===== src/vrt_defs.svh =====
`ifndef VRT_DEFS_SVH
`define VRT_DEFS_SVH
// ****************************************
// register map (byte addresses)
// ****************************************
`define VRT_OFS_TIMING      4'h0
`define VRT_OFS_STATUS      4'h4
`define VRT_OFS_ERROR       4'h8
// ****************************************
// timing register fields and reset values
// ****************************************
`define VRT_TIM_ENTRY_LSB   0
`define VRT_TIM_EXIT_LSB    8
`define VRT_ENTRY_DLY_RST   8'h08
`define VRT_EXIT_DLY_RST    8'h08
// ****************************************
// status register fields
// ****************************************
`define VRT_ST_ON           0
`define VRT_ST_ENTRY        1
`define VRT_ST_EXIT         2
`define VRT_ST_LIVE_LSB     8
`define VRT_ST_OPER_LSB     16
`define VRT_ST_OPER_VALID   23
// ****************************************
// error register bits (write one to clear)
// ****************************************
`define VRT_ERR_EARLY       0
`define VRT_ERR_ILLEGAL     1
`define VRT_ERR_EXIT        2
`define VRT_ERR_RANGE       3
`define VRT_ERR_RSVD        4
`define VRT_ERR_DEVADDR     5
`define VRT_ERR_W           6
// ****************************************
// mode register six layout and decode
// ****************************************
`define VRT_MR_EN_BIT       7
`define VRT_MR_RANGE_BIT    6
`define VRT_TRAIN_REG_BA    2'h2
`define VRT_CODE_RSVD_MIN   6'h33
`define VRT_SYNC_RST        17'h0_0000
`endif


===== src/vrt_pkg.sv =====
package vrt_pkg;
  typedef enum logic [2:0] {
    VRT_DES, VRT_ACT, VRT_WR, VRT_RD, VRT_PRE, VRT_MRS, VRT_OTHER
  } vrt_cmd_t;

  typedef enum logic [1:0] {
    VRT_IDLE, VRT_ENTRY_WAIT, VRT_ACTIVE, VRT_EXIT_WAIT
  } vrt_mode_t;

  typedef struct packed {
    logic       mclk;
    logic       cs_n;
    logic       act_n;
    logic       ras_n;
    logic       cas_n;
    logic       we_n;
    logic       bg0;
    logic [1:0] ba;
    logic [7:0] addr;
  } vrt_pins_t;

  typedef struct packed {
    vrt_pins_t   s1;
    vrt_pins_t   s2;
    vrt_pins_t   s3;
    vrt_pins_t   filt;
    logic        clk_prev;
    vrt_mode_t   mode;
    logic        train_on;
    logic [7:0]  cnt;
    logic        mr_range;
    logic [5:0]  mr_code;
    logic        op_range;
    logic [5:0]  op_code;
    logic        op_valid;
    logic [7:0]  entry_dly;
    logic [7:0]  exit_dly;
    logic [5:0]  err;
    logic        ack;
    logic [31:0] rdata;
  } vrt_state_t;
endpackage


===== src/vrt_training.sv =====
// Register access over Avalon-MM and the register addresses were chosen for this implementation.
`timescale 1ns/100ps
`default_nettype none
`include "vrt_defs.svh"
module vrt_training
  import vrt_pkg::*;
(
  input  wire logic        I_CLOCK,
  input  wire logic        I_RST,
  input  wire logic        I_MCLK,
  input  wire logic        I_CS_N,
  input  wire logic        I_ACT_N,
  input  wire logic        I_RAS_N,
  input  wire logic        I_CAS_N,
  input  wire logic        I_WE_N,
  input  wire logic        I_BG0,
  input  wire logic [1:0]  I_BA,
  input  wire logic [7:0]  I_ADDR,
  input  wire logic        I_PER_DEV_ADDR,
  input  wire logic [3:0]  I_AVS_ADDRESS,
  input  wire logic        I_AVS_READ,
  input  wire logic        I_AVS_WRITE,
  input  wire logic [31:0] I_AVS_WRITEDATA,
  output logic [31:0]      O_AVS_READDATA,
  output logic             O_AVS_WAITREQUEST,
  output logic             O_TRAIN_ON,
  output logic             O_TRAIN_RANGE,
  output logic [5:0]       O_TRAIN_CODE,
  output logic             O_REF_RANGE,
  output logic [5:0]       O_REF_CODE,
  output logic             O_REF_VALID
);
  vrt_state_t st;
  vrt_state_t next_st;
  vrt_pins_t  pins_in;
  vrt_pins_t  dis;
  logic       mclk_rise;
  vrt_cmd_t   cmd;
  logic       is_train_reg;
  logic       bus_req;
  logic [5:0] err_set;
  logic [5:0] err_clr;

  // ****************************************
  // pin capture and command decode
  // ****************************************
  assign pins_in = '{mclk: I_MCLK, cs_n: I_CS_N, act_n: I_ACT_N, ras_n: I_RAS_N,
                     cas_n: I_CAS_N, we_n: I_WE_N, bg0: I_BG0, ba: I_BA, addr: I_ADDR};
  assign dis       = st.s2 ^ st.s3;
  assign mclk_rise = st.filt.mclk & ~st.clk_prev;

  always_comb begin
    if (st.filt.cs_n) begin
      cmd = VRT_DES;
    end else if (!st.filt.act_n) begin
      cmd = VRT_ACT;
    end else begin
      unique case ({st.filt.ras_n, st.filt.cas_n, st.filt.we_n})
        3'b000:  cmd = VRT_MRS;
        3'b010:  cmd = VRT_PRE;
        3'b100:  cmd = VRT_WR;
        3'b101:  cmd = VRT_RD;
        default: cmd = VRT_OTHER;
      endcase
    end
  end

  assign is_train_reg = (cmd == VRT_MRS) && st.filt.bg0 && (st.filt.ba == `VRT_TRAIN_REG_BA);
  assign bus_req = I_AVS_READ | I_AVS_WRITE;

  // ****************************************
  // next state
  // ****************************************
  always_comb begin
    next_st  = st;
    err_set  = '0;
    err_clr  = '0;
    next_st.s1 = pins_in;
    next_st.s2 = st.s1;
    next_st.s3 = st.s2;
    next_st.filt = vrt_pins_t'((st.s3 & ~dis) | (st.filt & dis));
    next_st.clk_prev = st.filt.mclk;

    if (mclk_rise) begin
      unique case (st.mode)
        VRT_IDLE: begin
          if (is_train_reg && st.filt.addr[`VRT_MR_EN_BIT]) begin
            next_st.mode     = VRT_ENTRY_WAIT;
            next_st.train_on = 1'b1;
            next_st.cnt      = st.entry_dly;
            next_st.mr_range = st.filt.addr[`VRT_MR_RANGE_BIT];
          end
        end
        VRT_ENTRY_WAIT: begin
          if (cmd != VRT_DES) begin
            err_set[`VRT_ERR_EARLY] = 1'b1;
          end
          if (st.cnt <= 8'h01) begin
            next_st.mode = VRT_ACTIVE;
          end else begin
            next_st.cnt = st.cnt - 8'h01;
          end
        end
        VRT_ACTIVE: begin
          if (is_train_reg && st.filt.addr[`VRT_MR_EN_BIT]) begin
            next_st.mr_code = st.filt.addr[5:0];
            if (st.filt.addr[`VRT_MR_RANGE_BIT] != st.mr_range) begin
              err_set[`VRT_ERR_RANGE] = 1'b1;
            end
            if (st.filt.addr[5:0] >= `VRT_CODE_RSVD_MIN) begin
              err_set[`VRT_ERR_RSVD] = 1'b1;
            end
          end else if (is_train_reg) begin
            next_st.mode     = VRT_EXIT_WAIT;
            next_st.train_on = 1'b0;
            next_st.cnt      = st.exit_dly;
            next_st.op_range = st.mr_range;
            next_st.op_code  = st.mr_code;
            next_st.op_valid = 1'b1;
          end else if (cmd == VRT_MRS || cmd == VRT_OTHER) begin
            err_set[`VRT_ERR_ILLEGAL] = 1'b1;
          end
          if (I_PER_DEV_ADDR && cmd != VRT_DES && cmd != VRT_MRS) begin
            err_set[`VRT_ERR_DEVADDR] = 1'b1;
          end
        end
        VRT_EXIT_WAIT: begin
          if (cmd != VRT_DES) begin
            err_set[`VRT_ERR_EXIT] = 1'b1;
          end
          if (st.cnt <= 8'h01) begin
            next_st.mode = VRT_IDLE;
          end else begin
            next_st.cnt = st.cnt - 8'h01;
          end
        end
      endcase
    end

    // avalon slave: one wait cycle, then the request is taken
    next_st.ack = bus_req & ~st.ack;
    if (bus_req && !st.ack) begin
      unique case (I_AVS_ADDRESS)
        `VRT_OFS_TIMING: next_st.rdata = {16'h0000, st.exit_dly, st.entry_dly};
        `VRT_OFS_STATUS: next_st.rdata = {8'h00, st.op_valid, st.op_range, st.op_code,
                                          1'b0, st.mr_range, st.mr_code, 5'h00,
                                          st.mode == VRT_EXIT_WAIT,
                                          st.mode == VRT_ENTRY_WAIT, st.train_on};
        `VRT_OFS_ERROR:  next_st.rdata = {26'h000_0000, st.err};
        default:         next_st.rdata = 32'h0000_0000;
      endcase
    end
    if (I_AVS_WRITE && st.ack) begin
      if (I_AVS_ADDRESS == `VRT_OFS_TIMING) begin
        next_st.entry_dly = I_AVS_WRITEDATA[`VRT_TIM_ENTRY_LSB +: 8];
        next_st.exit_dly  = I_AVS_WRITEDATA[`VRT_TIM_EXIT_LSB +: 8];
      end else if (I_AVS_ADDRESS == `VRT_OFS_ERROR) begin
        err_clr = I_AVS_WRITEDATA[`VRT_ERR_W-1:0];
      end
    end
    // a new error wins over a clear in the same cycle
    next_st.err = (st.err & ~err_clr) | err_set;
  end

  always_ff @(posedge I_CLOCK) begin
    if (I_RST) begin
      st           <= '0;
      st.s1        <= `VRT_SYNC_RST;
      st.mode      <= VRT_IDLE;
      st.entry_dly <= `VRT_ENTRY_DLY_RST;
      st.exit_dly  <= `VRT_EXIT_DLY_RST;
    end else begin
      st <= next_st;
    end
  end

  // ****************************************
  // outputs
  // ****************************************
  assign O_AVS_READDATA    = st.rdata;
  assign O_AVS_WAITREQUEST = bus_req & ~st.ack;
  assign O_TRAIN_ON        = st.train_on;
  assign O_TRAIN_RANGE     = st.mr_range;
  assign O_TRAIN_CODE      = st.mr_code;
  assign O_REF_RANGE       = st.op_range;
  assign O_REF_CODE        = st.op_code;
  assign O_REF_VALID       = st.op_valid;

  // ****************************************
  // assertions
  // ****************************************
  a_entry_takes_range: assert property (@(posedge I_CLOCK) disable iff (I_RST)
    (mclk_rise && st.mode == VRT_IDLE && is_train_reg && st.filt.addr[7])
    |=> (st.mode == VRT_ENTRY_WAIT && st.mr_range == $past(st.filt.addr[6])
         && $stable(st.mr_code) && st.train_on))
    else $error("entry did not start training");

  a_disable_keeps_bits: assert property (@(posedge I_CLOCK) disable iff (I_RST)
    (mclk_rise && is_train_reg && !st.filt.addr[7]) |=> ($stable(st.mr_code) && $stable(st.mr_range)))
    else $error("enable-zero write changed the setting");

  a_exit_adopts_value: assert property (@(posedge I_CLOCK) disable iff (I_RST)
    (mclk_rise && st.mode == VRT_ACTIVE && is_train_reg && !st.filt.addr[7])
    |=> (st.op_code == $past(st.mr_code) && st.op_range == $past(st.mr_range)
         && st.op_valid && !st.train_on && st.mode == VRT_EXIT_WAIT))
    else $error("exit did not adopt last value");

  a_value_write_code: assert property (@(posedge I_CLOCK) disable iff (I_RST)
    (mclk_rise && st.mode == VRT_ACTIVE && is_train_reg && st.filt.addr[7])
    |=> (st.mr_code == $past(st.filt.addr[5:0]) && st.train_on))
    else $error("value write not stored");

  a_range_held: assert property (@(posedge I_CLOCK) disable iff (I_RST)
    (st.mode == VRT_ACTIVE && $past(st.mode) == VRT_ACTIVE) |-> $stable(st.mr_range))
    else $error("range changed inside training");

  a_early_cmd_flag: assert property (@(posedge I_CLOCK) disable iff (I_RST)
    (mclk_rise && st.mode == VRT_ENTRY_WAIT && cmd != VRT_DES) |=> st.err[0])
    else $error("early command not flagged");

  a_exit_wait_flag: assert property (@(posedge I_CLOCK) disable iff (I_RST)
    (mclk_rise && st.mode == VRT_EXIT_WAIT && cmd != VRT_DES) |=> st.err[2])
    else $error("command in exit wait not flagged");

  a_reserved_flag: assert property (@(posedge I_CLOCK) disable iff (I_RST)
    (mclk_rise && st.mode == VRT_ACTIVE && is_train_reg && st.filt.addr[7]
     && st.filt.addr[5:0] >= 6'h33) |=> st.err[4])
    else $error("reserved code not flagged");

  a_bus_answer_time: assert property (@(posedge I_CLOCK) disable iff (I_RST)
    (bus_req && O_AVS_WAITREQUEST) |=> (!O_AVS_WAITREQUEST || !bus_req))
    else $error("waitrequest held too long");

  a_wait_first_cycle: assert property (@(posedge I_CLOCK) disable iff (I_RST)
    $rose(bus_req) |-> O_AVS_WAITREQUEST)
    else $error("request answered without a wait cycle");

  a_readdata_stands: assert property (@(posedge I_CLOCK) disable iff (I_RST)
    !(bus_req && !st.ack) |=> $stable(O_AVS_READDATA))
    else $error("read data changed without a new request");

  a_timing_write_lands: assert property (@(posedge I_CLOCK) disable iff (I_RST)
    (I_AVS_WRITE && !O_AVS_WAITREQUEST && I_AVS_ADDRESS == `VRT_OFS_TIMING)
    |=> (st.entry_dly == $past(I_AVS_WRITEDATA[7:0]) && st.exit_dly == $past(I_AVS_WRITEDATA[15:8])))
    else $error("timing write did not land");

  a_err_clear_w1c: assert property (@(posedge I_CLOCK) disable iff (I_RST)
    (I_AVS_WRITE && !O_AVS_WAITREQUEST && I_AVS_ADDRESS == `VRT_OFS_ERROR && err_set == 6'h00)
    |=> ((st.err & $past(I_AVS_WRITEDATA[5:0])) == 6'h00))
    else $error("error bits not cleared by a write of one");

  a_err_set_wins: assert property (@(posedge I_CLOCK) disable iff (I_RST)
    (err_set != 6'h00) |=> ((st.err & $past(err_set)) == $past(err_set)))
    else $error("new error lost");

  a_sync_takes_agreed: assert property (@(posedge I_CLOCK) disable iff (I_RST)
    (st.s2 == st.s3) |=> (st.filt == $past(st.s3)))
    else $error("filtered pins differ from agreed samples");

  a_idle_code_kept: assert property (@(posedge I_CLOCK) disable iff (I_RST)
    (st.mode == VRT_IDLE) |=> $stable(st.mr_code))
    else $error("value field taken outside training");

  a_train_on_mode: assert property (@(posedge I_CLOCK) disable iff (I_RST)
    O_TRAIN_ON == (st.mode == VRT_ENTRY_WAIT || st.mode == VRT_ACTIVE))
    else $error("training flag out of step with mode");

  a_entry_count_down: assert property (@(posedge I_CLOCK) disable iff (I_RST)
    (mclk_rise && st.mode == VRT_ENTRY_WAIT && st.cnt > 8'h01)
    |=> (st.mode == VRT_ENTRY_WAIT && st.cnt == $past(st.cnt) - 8'h01))
    else $error("entry delay not counted down");

  a_entry_wait_end: assert property (@(posedge I_CLOCK) disable iff (I_RST)
    (mclk_rise && st.mode == VRT_ENTRY_WAIT && st.cnt <= 8'h01) |=> (st.mode == VRT_ACTIVE))
    else $error("entry delay did not end");

  a_exit_wait_end: assert property (@(posedge I_CLOCK) disable iff (I_RST)
    (mclk_rise && st.mode == VRT_EXIT_WAIT && st.cnt <= 8'h01) |=> (st.mode == VRT_IDLE))
    else $error("exit delay did not end");

  a_range_change_flag: assert property (@(posedge I_CLOCK) disable iff (I_RST)
    (mclk_rise && st.mode == VRT_ACTIVE && is_train_reg && st.filt.addr[7] && st.filt.addr[6] != st.mr_range)
    |=> st.err[3])
    else $error("range change not flagged");

  a_illegal_cmd_flag: assert property (@(posedge I_CLOCK) disable iff (I_RST)
    (mclk_rise && st.mode == VRT_ACTIVE && ((cmd == VRT_MRS && !is_train_reg) || cmd == VRT_OTHER)) |=> st.err[1])
    else $error("illegal training command not flagged");

  a_dev_addr_flag: assert property (@(posedge I_CLOCK) disable iff (I_RST)
    (mclk_rise && st.mode == VRT_ACTIVE && I_PER_DEV_ADDR && cmd != VRT_DES && cmd != VRT_MRS) |=> st.err[5])
    else $error("command under per-device addressing not flagged");

  a_ref_only_on_exit: assert property (@(posedge I_CLOCK) disable iff (I_RST)
    !(mclk_rise && st.mode == VRT_ACTIVE && is_train_reg && !st.filt.addr[7])
    |=> ($stable(st.op_code) && $stable(st.op_range)))
    else $error("operating reference changed outside exit");

  a_range_output: assert property (@(posedge I_CLOCK) disable iff (I_RST)
    (mclk_rise && st.mode == VRT_IDLE && is_train_reg && st.filt.addr[7])
    |=> (O_TRAIN_RANGE == $past(st.filt.addr[6])))
    else $error("range output does not follow entry bit");
endmodule // vrt_training
`default_nettype wire


===== config.mk =====
export PLATFORM = sky130hd
export DESIGN_NAME = vrt_training
export DESIGN_NICKNAME = d
export VERILOG_FILES = /design/src/vrt_pkg.sv /design/src/vrt_training.sv
export VERILOG_INCLUDE_DIRS = /design/src
export SDC_FILE = /design/constraint.sdc
export NUM_CORES = 1
export LEC_CHECK = 0
export ABC_AREA = 0
export BUFFER_PORTS_ARGS = -buffer_cell sky130_fd_sc_hd__buf_2
export CAP_MARGIN = 15
export CORE_MARGIN = 2
export CORE_UTILIZATION = 50
export CTS_BUF_LIST = sky130_fd_sc_hd__clkbuf_4
export DETAILED_ROUTE_END_ITERATION = 8
export PLACE_DENSITY_LB_ADDON = 0.2
export SETUP_SLACK_MARGIN = 0.15
export SYNTH_ARGS = -nofsm -noshare
export SYNTH_HDL_FRONTEND = slang
export SYNTH_SLANG_ARGS = --single-unit

===== constraint.sdc =====
create_clock -name I_CLOCK -period 5.66 [get_ports I_CLOCK]
set_input_delay 0.849 -clock I_CLOCK [delete_from_list [all_inputs] [get_ports I_CLOCK]]
set_output_delay 0.849 -clock I_CLOCK [all_outputs]
set_load 0.02 [all_outputs]

==> flow_summary.rst, run 1 <==
.. list-table::
   :header-rows: 1

   * - Metric
     - Value
   * - Critical path class
     - flop to flop
   * - Async SR Flop Fraction
     - 0
   * - Initial standard-cell utilization of the core
     - 0.5105
   * - Horiz. Die Dim
     - 109.2 um
   * - Data arrival time of the critical path
     - 2770 ps
   * - Fin Hold WS
     - 443.6 ps
   * - Critical Path RT
     - 6090 ps
   * - Setup repair after global routing missed its margin
     - no
   * - Count of non-filler cells in the finished layout
     - 805
   * - EDFF count, synth
     - 0
   * - Pwr Density
     - 293.5 mW/mm^2
   * - Growth of design area from synthesis to finish
     - 9.225%
   * - Initial antenna violation count
     - 0
   * - Warning count from the yosys run
     - 0
   * - Chip height
     - 109.2 um
   * - Part of the cycle the worst path needs
     - 0.4139
   * - Root buf cell
     - clkbuf_4
   * - Main flop type after synthesis
     - dfxtp_1
   * - Drt total wl
     - 11,620 um
   * - GR Util All Layers
     - 0.2039
   * - Post-synthesis instance area
     - 0.005534 sq mm
   * - Final setup violation count
     - 0
   * - Worst hold path class
     - flop to flop
   * - Setup slack, reg-to-reg
     - 3320 ps
   * - Count of pins on the block boundary
     - 107
   * - Iteration-0 DRC count of the detailed router
     - 427
   * - Combinational cell fraction of total power
     - 0.037
   * - Sum of overflow across all layers after global routing
     - 0
   * - Setup skew after layout
     - 16.99 ps
   * - Result of the run
     - complete, no violations
   * - Gp weighted congestion
     - 0.8958
   * - Antenna diode count
     - 0
   * - Maximum buffer depth of the clock tree
     - 2
   * - Ratio of cells with drive above 1 in the final layout
     - 0.1835
   * - Total Negative Setup Slacks
     - 0 ps
   * - Avg Cell Area, Syn
     - 8.984 sq um
   * - Share of total power in sequential cells
     - 0.576
   * - Antenna Nets Post-Route
     - 0
   * - Worst supply voltage drop on vdd
     - 0.0001719 V
   * - Hold path depth
     - 1
   * - Nets
     - 717
   * - Crit path launch type
     - flop
   * - Net Sw Frac
     - 0.2226
   * - Sink of the worst hold path
     - next_st[113]
   * - Core area
     - 0.01084 sq mm
   * - Number of maximum-capacitance constraint violations
     - 0
   * - Clock-pin slew reported for the worst setup and hold paths after clock tree synthesis
     - 110 ps
   * - Filler instances
     - 1,005
   * - CTS buffer count
     - 17
   * - Part of the total power dissipated in the clock network
     - 0.387
   * - Internal power consumption
     - 1.379 mW
   * - Average wire length per cell after detail routing
     - 14.44 um
   * - Row cnt
     - 38
   * - TritonCTS sink count
     - 142
   * - Depth of the CTS H-tree
     - 4
   * - Switching power of the nets
     - 0.3950 mW
   * - Via count of the first global-routing pass
     - 3,801
   * - Number of distinct library cells after synthesis
     - 49
   * - Clock latency on the worst-skew pair
     - 550 ps
   * - DRC violation count after routing
     - 0
   * - TritonCTS clock tree
     - yes
   * - Sequential fraction of the synthesis area
     - 0.5137
   * - Number of buffers inserted by port buffering
     - 82
   * - HPWL reported at the end of detailed placement
     - 8068 um
   * - Post-detailed-route via-to-cell ratio
     - 5.248
   * - Endpoint kind of the worst setup timing path
     - flop
   * - Pin slew with the least headroom to its limit
     - 1120 ps
   * - Die footprint
     - 0.01193 sq mm
   * - Register-to-Register Path Depth
     - 5
   * - Tmin final
     - 2343 ps
   * - Count of cells resized by post-cts repair
     - 0
   * - Total count of max-transition violations in the final report
     - 0
   * - Static leakage
     - 2.301 nW
   * - Wire length of the first global-routing pass
     - 18,450 um
   * - Slew HR
     - 0.2515
   * - R2r endpoint
     - O_REF_CODE[1]
   * - Total of flip-flops plus latches after synthesis
     - 142
   * - Overall via count from detail_route
     - 4,225
   * - Hold violation count in the final report
     - 0
   * - Cts hold-fix bufs
     - 0
   * - HP Start
     - next_st[130]
   * - Largest net degree at the start of global routing
     - 90
   * - Fmax
     - 426.9 MHz
   * - Cell count after synthesis
     - 616
   * - 1st-pass router iterations
     - 5
   * - Placed Instances
     - 773
   * - Buffers inserted during post-CTS setup optimization
     - 0
   * - Largest fanout on the critical path
     - 8
worst max-delay path, stage by stage, from the launching register on:
cell and delay [ps]:
dfxtp_1 360, or4b_4 550, or2_4 260, nor4_4 700, mux2i_1 280, nor2_1 60
area by class of cell:
cell class              instances  area, sq um  area share
well taps                     140        175.2     0.02898
clock buffers                  17        127.6     0.02111
multi-input cells             401         2262      0.3742
inverters                       5        18.77    0.003105
clock inverters                14        175.2     0.02898
flip-flops and latches        142         2843      0.4703
repair buffers                 86        442.9     0.07328
power groups by stage:
| stage | registers (mW) | logic [mW] | clock network, mW |
|---|---|---|---|
| floorplan | 1.04 | 0.0451 | 0 |
| global placement | 1.04 | 0.0647 | 0 |
| detailed placement | 1.04 | 0.0665 | 0 |
| CTS | 1.02 | 0.0666 | 0.707 |
| global route | 1.02 | 0.0734 | 0.747 |
| finish | 1.02 | 0.0664 | 0.687 |
stage by stage:
step                worst slack [ps]  cell area, sq um    util  total power [mW]
floorplan                       3298              5560       -             1.087
global placement                2895              5734  0.5290             1.108
detailed placement              2807              5734  0.5290             1.111
CTS                             3032              6037  0.5569             1.796
global route                    3190              6045  0.5576             1.844
finish                          3317              6045  0.5576             1.774
routing by layer:
| layer | GRT usage | share of wire |
|---|---|---|
| met1 | 0.2682 | 0.47 |
| met2 | 0.3154 | 0.46 |
| met3 | 0.05439 | 0.057 |
| met4 | 0.08951 | 0.016 |
| met5 | 0 | 0 |
cell usage in the layout (no fill, tap or decap), drive strengths merged, types with 3 or more instances in the layout:
cell type / n
mux2i: 8
clkbuf: 17
nor2: 71
buf: 86
a22oi: 26
bufinv: 4
and2: 3
o21ai: 20
inv: 5
a211oi: 8
clkinv: 9
a311oi: 3
xor2: 4
nand3b: 4
a21oi: 56
ha: 6
dfxtp: 142
nor4b: 4
nor2b: 56
a222oi: 3
and3: 3
conb: 8
nor4: 3
nand3: 7
nand2: 80
synth_stat cells (all sizes together) (2+ instances only):
| master | count | share of area |
|---|---|---|
| nor4b | 4 | 0.0086 |
| inv | 5 | 0.0034 |
| and2 | 3 | 0.0034 |
| o31ai | 2 | 0.0027 |
| or2 | 2 | 0.0027 |
| mux2i | 8 | 0.014 |
| xor2 | 4 | 0.0063 |
| a21oi | 56 | 0.051 |
| a221oi | 2 | 0.0032 |
| and3 | 3 | 0.0034 |
| nor4 | 3 | 0.0072 |
| nor2b | 56 | 0.063 |
| a21boi | 2 | 0.0027 |
| nand3 | 7 | 0.0063 |
| nand3b | 4 | 0.0054 |
| nor2 | 71 | 0.048 |
| o21ai | 20 | 0.018 |
| a311oi | 3 | 0.0047 |
| a31oi | 2 | 0.0023 |
| a211oi | 8 | 0.011 |
| nand2 | 80 | 0.054 |
| clkbuf | 30 | 0.020 |
| a222oi | 3 | 0.0054 |
| o21bai | 2 | 0.0027 |
| or4 | 2 | 0.0027 |
| o41ai | 2 | 0.0032 |
| buf | 45 | 0.060 |
| ha | 6 | 0.014 |
| a22oi | 26 | 0.035 |
| dfxtp | 142 | 0.51 |
cell families (layout without fill, tap and decap cells):
family | count (synthesis) | count (layout) | share of synthesized area
AOI/OAI and AO/OA | 135 | 135 | 0.1535
xor gates and xnor gates | 5 | 5 | 0.007913
and+or+nand+nor | 239 | 239 | 0.2121
other | 1 | 8 | 0.0006776
muxes | 8 | 8 | 0.01447
DFF | 142 | 142 | 0.5137
buffers and inverters | 80 | 122 | 0.08411
adders and majority gates | 6 | 6 | 0.01357
worst max path at each step:
| stage | start | end | slack [ps] | depth (start not counted) |
|---|---|---|---|---|
| after detailed placement | I_AVS_ADDRESS[1] | O_AVS_READDATA[18] | 2810 | 5 |
| after global routing | I_AVS_ADDRESS[1] | O_AVS_READDATA[16] | 3190 | 5 |
| final | flop | O_REF_CODE[1] | 3320 | 5 |
| after CTS | st[79] | st[76] | 3030 | 6 |
| after floorplan | I_AVS_WRITE | O_AVS_WAITREQUEST | 3300 | 2 |
| after global placement | I_AVS_ADDRESS[1] | st[34] | 2890 | 6 |
Note: power is estimated with default switching activity, not from simulation.
==> inputs of run 2 (changes only) <==
ABC_AREA = 1   (was 0)
clock period = 2.4 ns   (was 5.66 ns; I/O delays follow)
==> run 2 against run 1 <==
  * Power rose by 140%
  * Combinational power rose to 3.7 times the previous value
  * Setup slack got worse by 2800 ps
  * Flip-flop and latch count did not move
  * First-iteration DRC count fell by 27%
  * Sequential power rose by 140%
  * Routed wire length rose by 5.0%
  * Maximum frequency rose by 27%
  * Clock power rose by 140%
  * Area after synthesis rose by 5.5%
  * Die area rose by 5.3%
  * Hold slack got worse by 380 ps
  * Largest cell class unchanged
  * Largest power group unchanged
==> flow_summary.rst, run 2 <==
.. list-table::
   :header-rows: 1

   * - Metric
     - Value
   * - Clock-pin slew reported for the worst setup and hold paths after clock tree synthesis
     - 120 ps
   * - Clock latency on the worst-skew pair
     - 520 ps
   * - Fmax
     - 543.2 MHz
   * - Sequential fraction of the synthesis area
     - 0.4870
   * - Horiz. Die Dim
     - 112.0 um
   * - Depth of the CTS H-tree
     - 4
   * - Total Negative Setup Slacks
     - 0 ps
   * - Sum of overflow across all layers after global routing
     - 0
   * - HP Start
     - I_MCLK
   * - Setup repair after global routing missed its margin
     - no
   * - Start of the worst register-to-register path
     - st[79]
   * - Worst path max stage delay
     - 440 ps
   * - Synth Area in Compound Gates
     - 0.1460
   * - Largest fanout on the critical path
     - 6
   * - Gate family responsible for the most delay along the worst path
     - simple AND/OR/NAND/NOR gates
   * - Row cnt
     - 39
   * - Cts hold-fix bufs
     - 4
   * - Overall via count from detail_route
     - 4,732
   * - Pin slew with the least headroom to its limit
     - 957.3 ps
   * - Setup skew after layout
     - 22.34 ps
   * - Post-synthesis instance area
     - 0.005837 sq mm
   * - Hold path depth
     - 3
   * - Crit path setup slack, layout
     - 559.2 ps
   * - Register-to-Register Path Depth
     - 9
   * - Standard cell with the maximum stage delay on the critical path
     - dfxtp_1
   * - Final setup violation count
     - 0
   * - Die footprint
     - 0.01255 sq mm
   * - Initial standard-cell utilization of the core
     - 0.5112
   * - Data arrival time of the critical path
     - 2290 ps
   * - Sink of the worst hold path
     - next_st[132]
   * - Synth Area in XOR/XNOR
     - 0.003001
   * - Slew HR
     - 0.3618
   * - HPWL reported at the end of detailed placement
     - 8741 um
   * - Async SR Flop Fraction
     - 0
   * - Gp weighted congestion
     - 0.8942
   * - Result of the run
     - complete, no violations
   * - Drt total wl
     - 12,200 um
   * - Buffers inserted during post-CTS setup optimization
     - 0
   * - Post-layout power
     - 4.303 mW
   * - Hold violation count in the final report
     - 0
   * - Share of the core filled with cells
     - 0.5725
   * - Worst supply voltage drop on vdd
     - 0.0005401 V
   * - TritonCTS sink count
     - 142
   * - Main combinational cell family by area after synthesis
     - simple AND/OR/NAND/NOR gates
   * - 1st-pass router iterations
     - 5
   * - Critical path cell sequence
     - inv_1 -> ha_1 -> nor2_1 -> inv_1 -> o21ai_0 -> inv_1 -> nand2_1 -> nor2_1 -> nor2_1
   * - Antenna Nets Post-Route
     - 0
   * - Worst hold path class
     - input port to flop
   * - Critical Path RT
     - 2850 ps
   * - Iteration-0 DRC count of the detailed router
     - 311
   * - Setup slack, reg-to-reg
     - 560 ps
   * - Area share of fa/ha/maj cells after synthesis
     - 0.01286
   * - Number of buffers inserted by port buffering
     - 82
   * - Part of the cycle the worst path needs
     - 0.7670
   * - Initial antenna violation count
     - 0
   * - Root buf cell
     - clkbuf_4
   * - Chip height
     - 112.0 um
   * - GR Util All Layers
     - 0.1985
   * - Most frequent cell after synthesis
     - dfxtp_1
   * - Ratio of cells with drive above 1 in the final layout
     - 0.1686
   * - Average wire length per cell after detail routing
     - 12.38 um
   * - Wire length of the first global-routing pass
     - 20,160 um
   * - Tmin final
     - 1841 ps
   * - Critical path class
     - flop to flop
   * - Crit path launch type
     - flop
   * - DRC violation count after routing
     - 0
   * - Count of pins on the block boundary
     - 107
   * - Commonest cells after routing, fill and taps aside
     - 142 x dfxtp_1, 117 x inv_1, 114 x nor2_1
   * - Count of cells resized by post-cts repair
     - 0
   * - TritonCTS clock tree
     - yes
   * - Final standard cell area without fillers
     - 0.006538 sq mm
   * - Most common library cell in the layout ignoring fill and taps
     - dfxtp_1
   * - Nets
     - 893
   * - Ranking of synthesized cells by instance count
     - 142 x dfxtp_1, 117 x inv_1, 115 x nor2_1, 112 x nand2_1, 71 x a21oi_1
   * - Via count of the first global-routing pass
     - 4,261
   * - Cell type with the largest total area after synthesis
     - dfxtp_1
   * - Growth of design area from synthesis to finish
     - 12.00%
   * - Avg Cell Area, Syn
     - 7.580 sq um
   * - R2r endpoint
     - st[73]
   * - Total of flip-flops plus latches after synthesis
     - 142
   * - Post-Place Worst Slack
     - 627.2 ps
   * - Multiplexer share of the synthesized area
     - 0
   * - Number of maximum-capacitance constraint violations
     - 0
   * - Post-synth top area share
     - 0.4870
   * - Fin Hold WS
     - 61.74 ps
   * - Total count of max-transition violations in the final report
     - 0
   * - WP buf/inv
     - 3
   * - Placed standard-cell area
     - 0.006066 sq mm
   * - CTS buffer count
     - 17
   * - Main flop type after synthesis
     - dfxtp_1
   * - Number of distinct library cells after synthesis
     - 30
   * - Maximum buffer depth of the clock tree
     - 2
   * - Cell types with the largest area share after synthesis
     - dfxtp_1 49%, inv_1 7.5%, nor2_1 7.4%
   * - Antenna diode count
     - 0
   * - Warning count from the yosys run
     - 0
   * - Pwr Density
     - 658.2 mW/mm^2
   * - Count of non-filler cells in the finished layout
     - 985
   * - Post-detailed-route via-to-cell ratio
     - 4.804
   * - Simple-gate portion of the synthesized area
     - 0.1961
   * - Core area
     - 0.01142 sq mm
   * - Endpoint kind of the worst setup timing path
     - flop
   * - Placed Instances
     - 937
   * - EDFF count, synth
     - 0
   * - Static leakage
     - 2.924 nW
   * - Largest net degree at the start of global routing
     - 95
   * - Cell count after synthesis
     - 770
-- run 2: changes by cell type after synthesis, moves of 15 or more --
cell	delta
nor2b_1	-56
o21ai_0	+39
inv_1	+112
nand2_1	+32
nor2_1	+44
a21oi_1	+15
a22oi_1	-25
-- run 2: power breakdown --
group          switching, mW  internal, mW  leakage (nW)
clock                  0.859         0.767         0.160
sequential            0.0215          2.41          1.15
combinational          0.156        0.0912          1.61
total                   1.04          3.27          2.92
-- run 2: how the worst max path moves through the flow --
stage,startpoint,endpoint,slack (ps),cells past startpoint
after floorplan,st[80],st[72],850,11
after global placement,I_AVS_ADDRESS[1],st[41],680,7
after detailed placement,st[79],st[73],630,9
after CTS,st[32],O_AVS_WAITREQUEST,570,3
after global routing,st[79],st[73],390,9
final,st[79],st[73],560,9
-- run 2: worst register-to-register path, delay by kind of cell, from the launching register on --
family                     cells  cell delay, ps
AOI/OAI and AO/OA              1             180
adders and majority gates      1             280
buffers and inverters          3             310
DFF                            1             440
and+or+nand+nor                4             580
-- run 2: metal layers --
metal / global-route usage / up-vias / wire length, um
met4: 0.06341 / 0 / 204
met5: 0 / - / 0
met3: 0.05292 / 15 / 607
met1: 0.2665 / 2132 / 5727
met2: 0.3152 / 105 / 5658
li1: - / 2480 / -
-- run 2: logic make-up after synthesis --
group                      count (synthesis)
DFF                                      142
adders and majority gates                  6
AOI/OAI and AO/OA                        156
other                                      1
buffers and inverters                    192
and+or+nand+nor                          271
xor gates and xnor gates                   2
-- run 2: cell type report --
class	instances	area (sq um)
well taps	143	178.9
clock inverters	12	161.4
inverters	121	454.2
repair buffers	104	628.1
multi-input cells	443	2122
fillers	1078	4881
flip-flops and latches	142	2843
clock buffers	20	150.1
==> inputs of run 3 (changes only) <==
clock period = 1.73 ns   (was 2.4 ns; I/O delays follow)
==> run 3 against run 2 <==
  * Flip-flop and latch count unchanged
  * Sequential share of layout area decreased by 1.9 points
  * Critical path depth decreased by 1
  * Non-clock buffer count increased by 29
  * Power increased by 29%
  * Hold slack got worse by 15 ps
  * Via count increased by 3.6%
  * Utilization increased by 2.9 points
==> flow_summary.rst, run 3 (synthesized netlist as in run 2, its figures left out) <==
.. list-table::
   :header-rows: 1

   * - Metric
     - Value
   * - Result of the run
     - complete, no violations
   * - Routed length on met3
     - 742 um
   * - Total count of max-transition violations in the final report
     - 0
   * - Growth of design area from synthesis to finish
     - 17.66%
   * - Net Sw Frac
     - 0.2624
   * - Count of pins on the block boundary
     - 107
   * - Internal power consumption
     - 4.084 mW
   * - Static leakage
     - 3.045 nW
   * - Final standard cell area without fillers
     - 0.006868 sq mm
   * - Ratio of cells with drive above 1 in the final layout
     - 0.2122
   * - Die footprint
     - 0.01255 sq mm
   * - Total Negative Setup Slacks
     - 0 ps
   * - Combinational cell fraction of total power
     - 0.067
   * - Nets
     - 923
   * - Via count of the first global-routing pass
     - 4,695
   * - Chip height
     - 112.0 um
   * - TritonCTS clock tree
     - yes
   * - Core area
     - 0.01142 sq mm
   * - Initial antenna violation count
     - 0
   * - Switching power of the nets
     - 1.453 mW
   * - Largest fanout on the critical path
     - 5
   * - Wire length of the first global-routing pass
     - 21,560 um
   * - Setup slack, reg-to-reg
     - 220 ps
   * - Initial standard-cell utilization of the core
     - 0.5112
   * - Fmax
     - 660.9 MHz
   * - Worst path max stage delay
     - 370 ps
   * - Clock-pin slew reported for the worst setup and hold paths after clock tree synthesis
     - 120 ps
   * - Endpoint kind of the worst setup timing path
     - flop
   * - Hold violation count in the final report
     - 0
   * - Crit path setup slack, layout
     - 217.0 ps
   * - Post-detailed-route via-to-cell ratio
     - 4.832
   * - Number of maximum-capacitance constraint violations
     - 0
   * - CTS buffer count
     - 17
   * - GR Util All Layers
     - 0.2132
   * - Critical path cell sequence
     - nor2_4 -> nand2_2 -> nor2_4 -> nand4_1 -> buf_4 -> o21ai_0 -> nor2_1 -> nor2_1
   * - Final setup violation count
     - 0
   * - Tmin final
     - 1513 ps
   * - Count of non-filler cells in the finished layout
     - 1,015
   * - Part of the total power dissipated in the clock network
     - 0.325
   * - Post-Place Worst Slack
     - 68.91 ps
   * - Placed standard-cell area
     - 0.006126 sq mm
   * - Wire length on met1
     - 5916 um
   * - Setup skew after layout
     - 16.46 ps
   * - Maximum buffer depth of the clock tree
     - 2
   * - Data arrival time of the critical path
     - 1980 ps
   * - Post-layout power
     - 5.537 mW
   * - Most common library cell in the layout ignoring fill and taps
     - dfxtp_1
   * - Horiz. Die Dim
     - 112.0 um
   * - DRC violation count after routing
     - 0
   * - Share of total power in sequential cells
     - 0.608
   * - Pwr Density
     - 806.2 mW/mm^2
   * - Setup repair after global routing missed its margin
     - yes
   * - Placed Instances
     - 945
   * - Iteration-0 DRC count of the detailed router
     - 365
   * - Top sig layer
     - met4
   * - Number of buffers inserted by port buffering
     - 82
   * - Commonest cells after routing, fill and taps aside
     - 138 x dfxtp_1, 112 x nor2_1, 110 x inv_1, 110 x nand2_1, 82 x buf_2
   * - Row cnt
     - 39
   * - Metal2 WL
     - 6031 um
   * - Critical path class
     - flop to flop
   * - Part of the cycle the worst path needs
     - 0.8746
   * - HPWL reported at the end of detailed placement
     - 9074 um
   * - Clock latency on the worst-skew pair
     - 530 ps
   * - Overall via count from detail_route
     - 4,904
   * - Drt total wl
     - 12,910 um
   * - Crit path launch type
     - flop
   * - Standard cell with the maximum stage delay on the critical path
     - dfxtp_4
   * - Antenna diode count
     - 0
   * - Largest net degree at the start of global routing
     - 70
   * - Gp weighted congestion
     - 0.9099
   * - Sum of overflow across all layers after global routing
     - 0
   * - Root buf cell
     - clkbuf_4
   * - Average wire length per cell after detail routing
     - 12.72 um
   * - Antenna Nets Post-Route
     - 0
   * - Depth of the CTS H-tree
     - 4
   * - TritonCTS sink count
     - 142
   * - Worst hold path class
     - input port to flop
   * - Worst supply voltage drop on vdd
     - 0.0006619 V
   * - 1st-pass router iterations
     - 5
   * - Critical Path RT
     - 2200 ps
run 3: critical path, delay by kind of cell, from the launching register on:
| family | cells | cell delay, ps |
|---|---|---|
| flip-flops | 1 | 370 |
| buffers and inverters | 1 | 180 |
| AO/OA/AOI/OAI | 1 | 210 |
| AND/OR/NAND/NOR | 6 | 690 |
run 3: cell type report:
type                            instances  area (sq um)
Fill cell                            1053          4551
Sequential cell                       142          2858
Multi-Input combinational cell        444          2256
Timing Repair Buffer                  133         874.6
Inverter                              121         465.4
Tap cell                              143         178.9
Clock buffer                           19         142.6
Clock inverter                         13         92.59
run 3: path summary, 6_finish.rpt:
path / start / endpoint / depth (start not counted)
worst max-delay path: flop / st[71] / 8
worst min-delay path: I_AVS_WRITEDATA[3] / st[50] / 3
worst max register to register: flop / st[71] / 8
worst min register to register: next_st[128] / next_st[111] / 2
run 3: timing repair:
| action | CTS | global route |
|---|---|---|
| buffers inserted | 3 | 8 |
| hold buffers | 26 | 0 |
| pin swaps | 5 | 11 |
| hold endpoints to repair | 26 | 0 |
| resized for setup | 11 | 34 |
| gates cloned | 1 | 0 |
| endpoints found under the setup margin | 25 | 25 |
run 3: through the flow:
step / hold WS (ps) / utilization
2_1_floorplan: 366.5 / -
3_3_place_gp: 391.5 / 0.5365
3_5_place_dp: 394.8 / 0.5365
4_1_cts: 6.288 / 0.5850
5_1_grt: 22.70 / 0.6015
6_report: 46.97 / 0.6015
run 3: layer usage:
metal  track usage  vias to the layer above
met4       0.06748                        0
met5             0                        -
met3       0.05508                       16
met2        0.3463                      129
li1              -                     2544
met1        0.2810                     2215
run 3: power groups by stage:
| stage | Clock, mW | Sequential, mW | Combinational [mW] |
|---|---|---|---|
| detailed placement | 0 | 3.44 | 0.320 |
| finish | 1.80 | 3.37 | 0.373 |
| global route | 2.01 | 3.38 | 0.419 |
| floorplan | 0 | 3.44 | 0.241 |
| CTS | 1.86 | 3.37 | 0.371 |
| global placement | 0 | 3.44 | 0.314 |
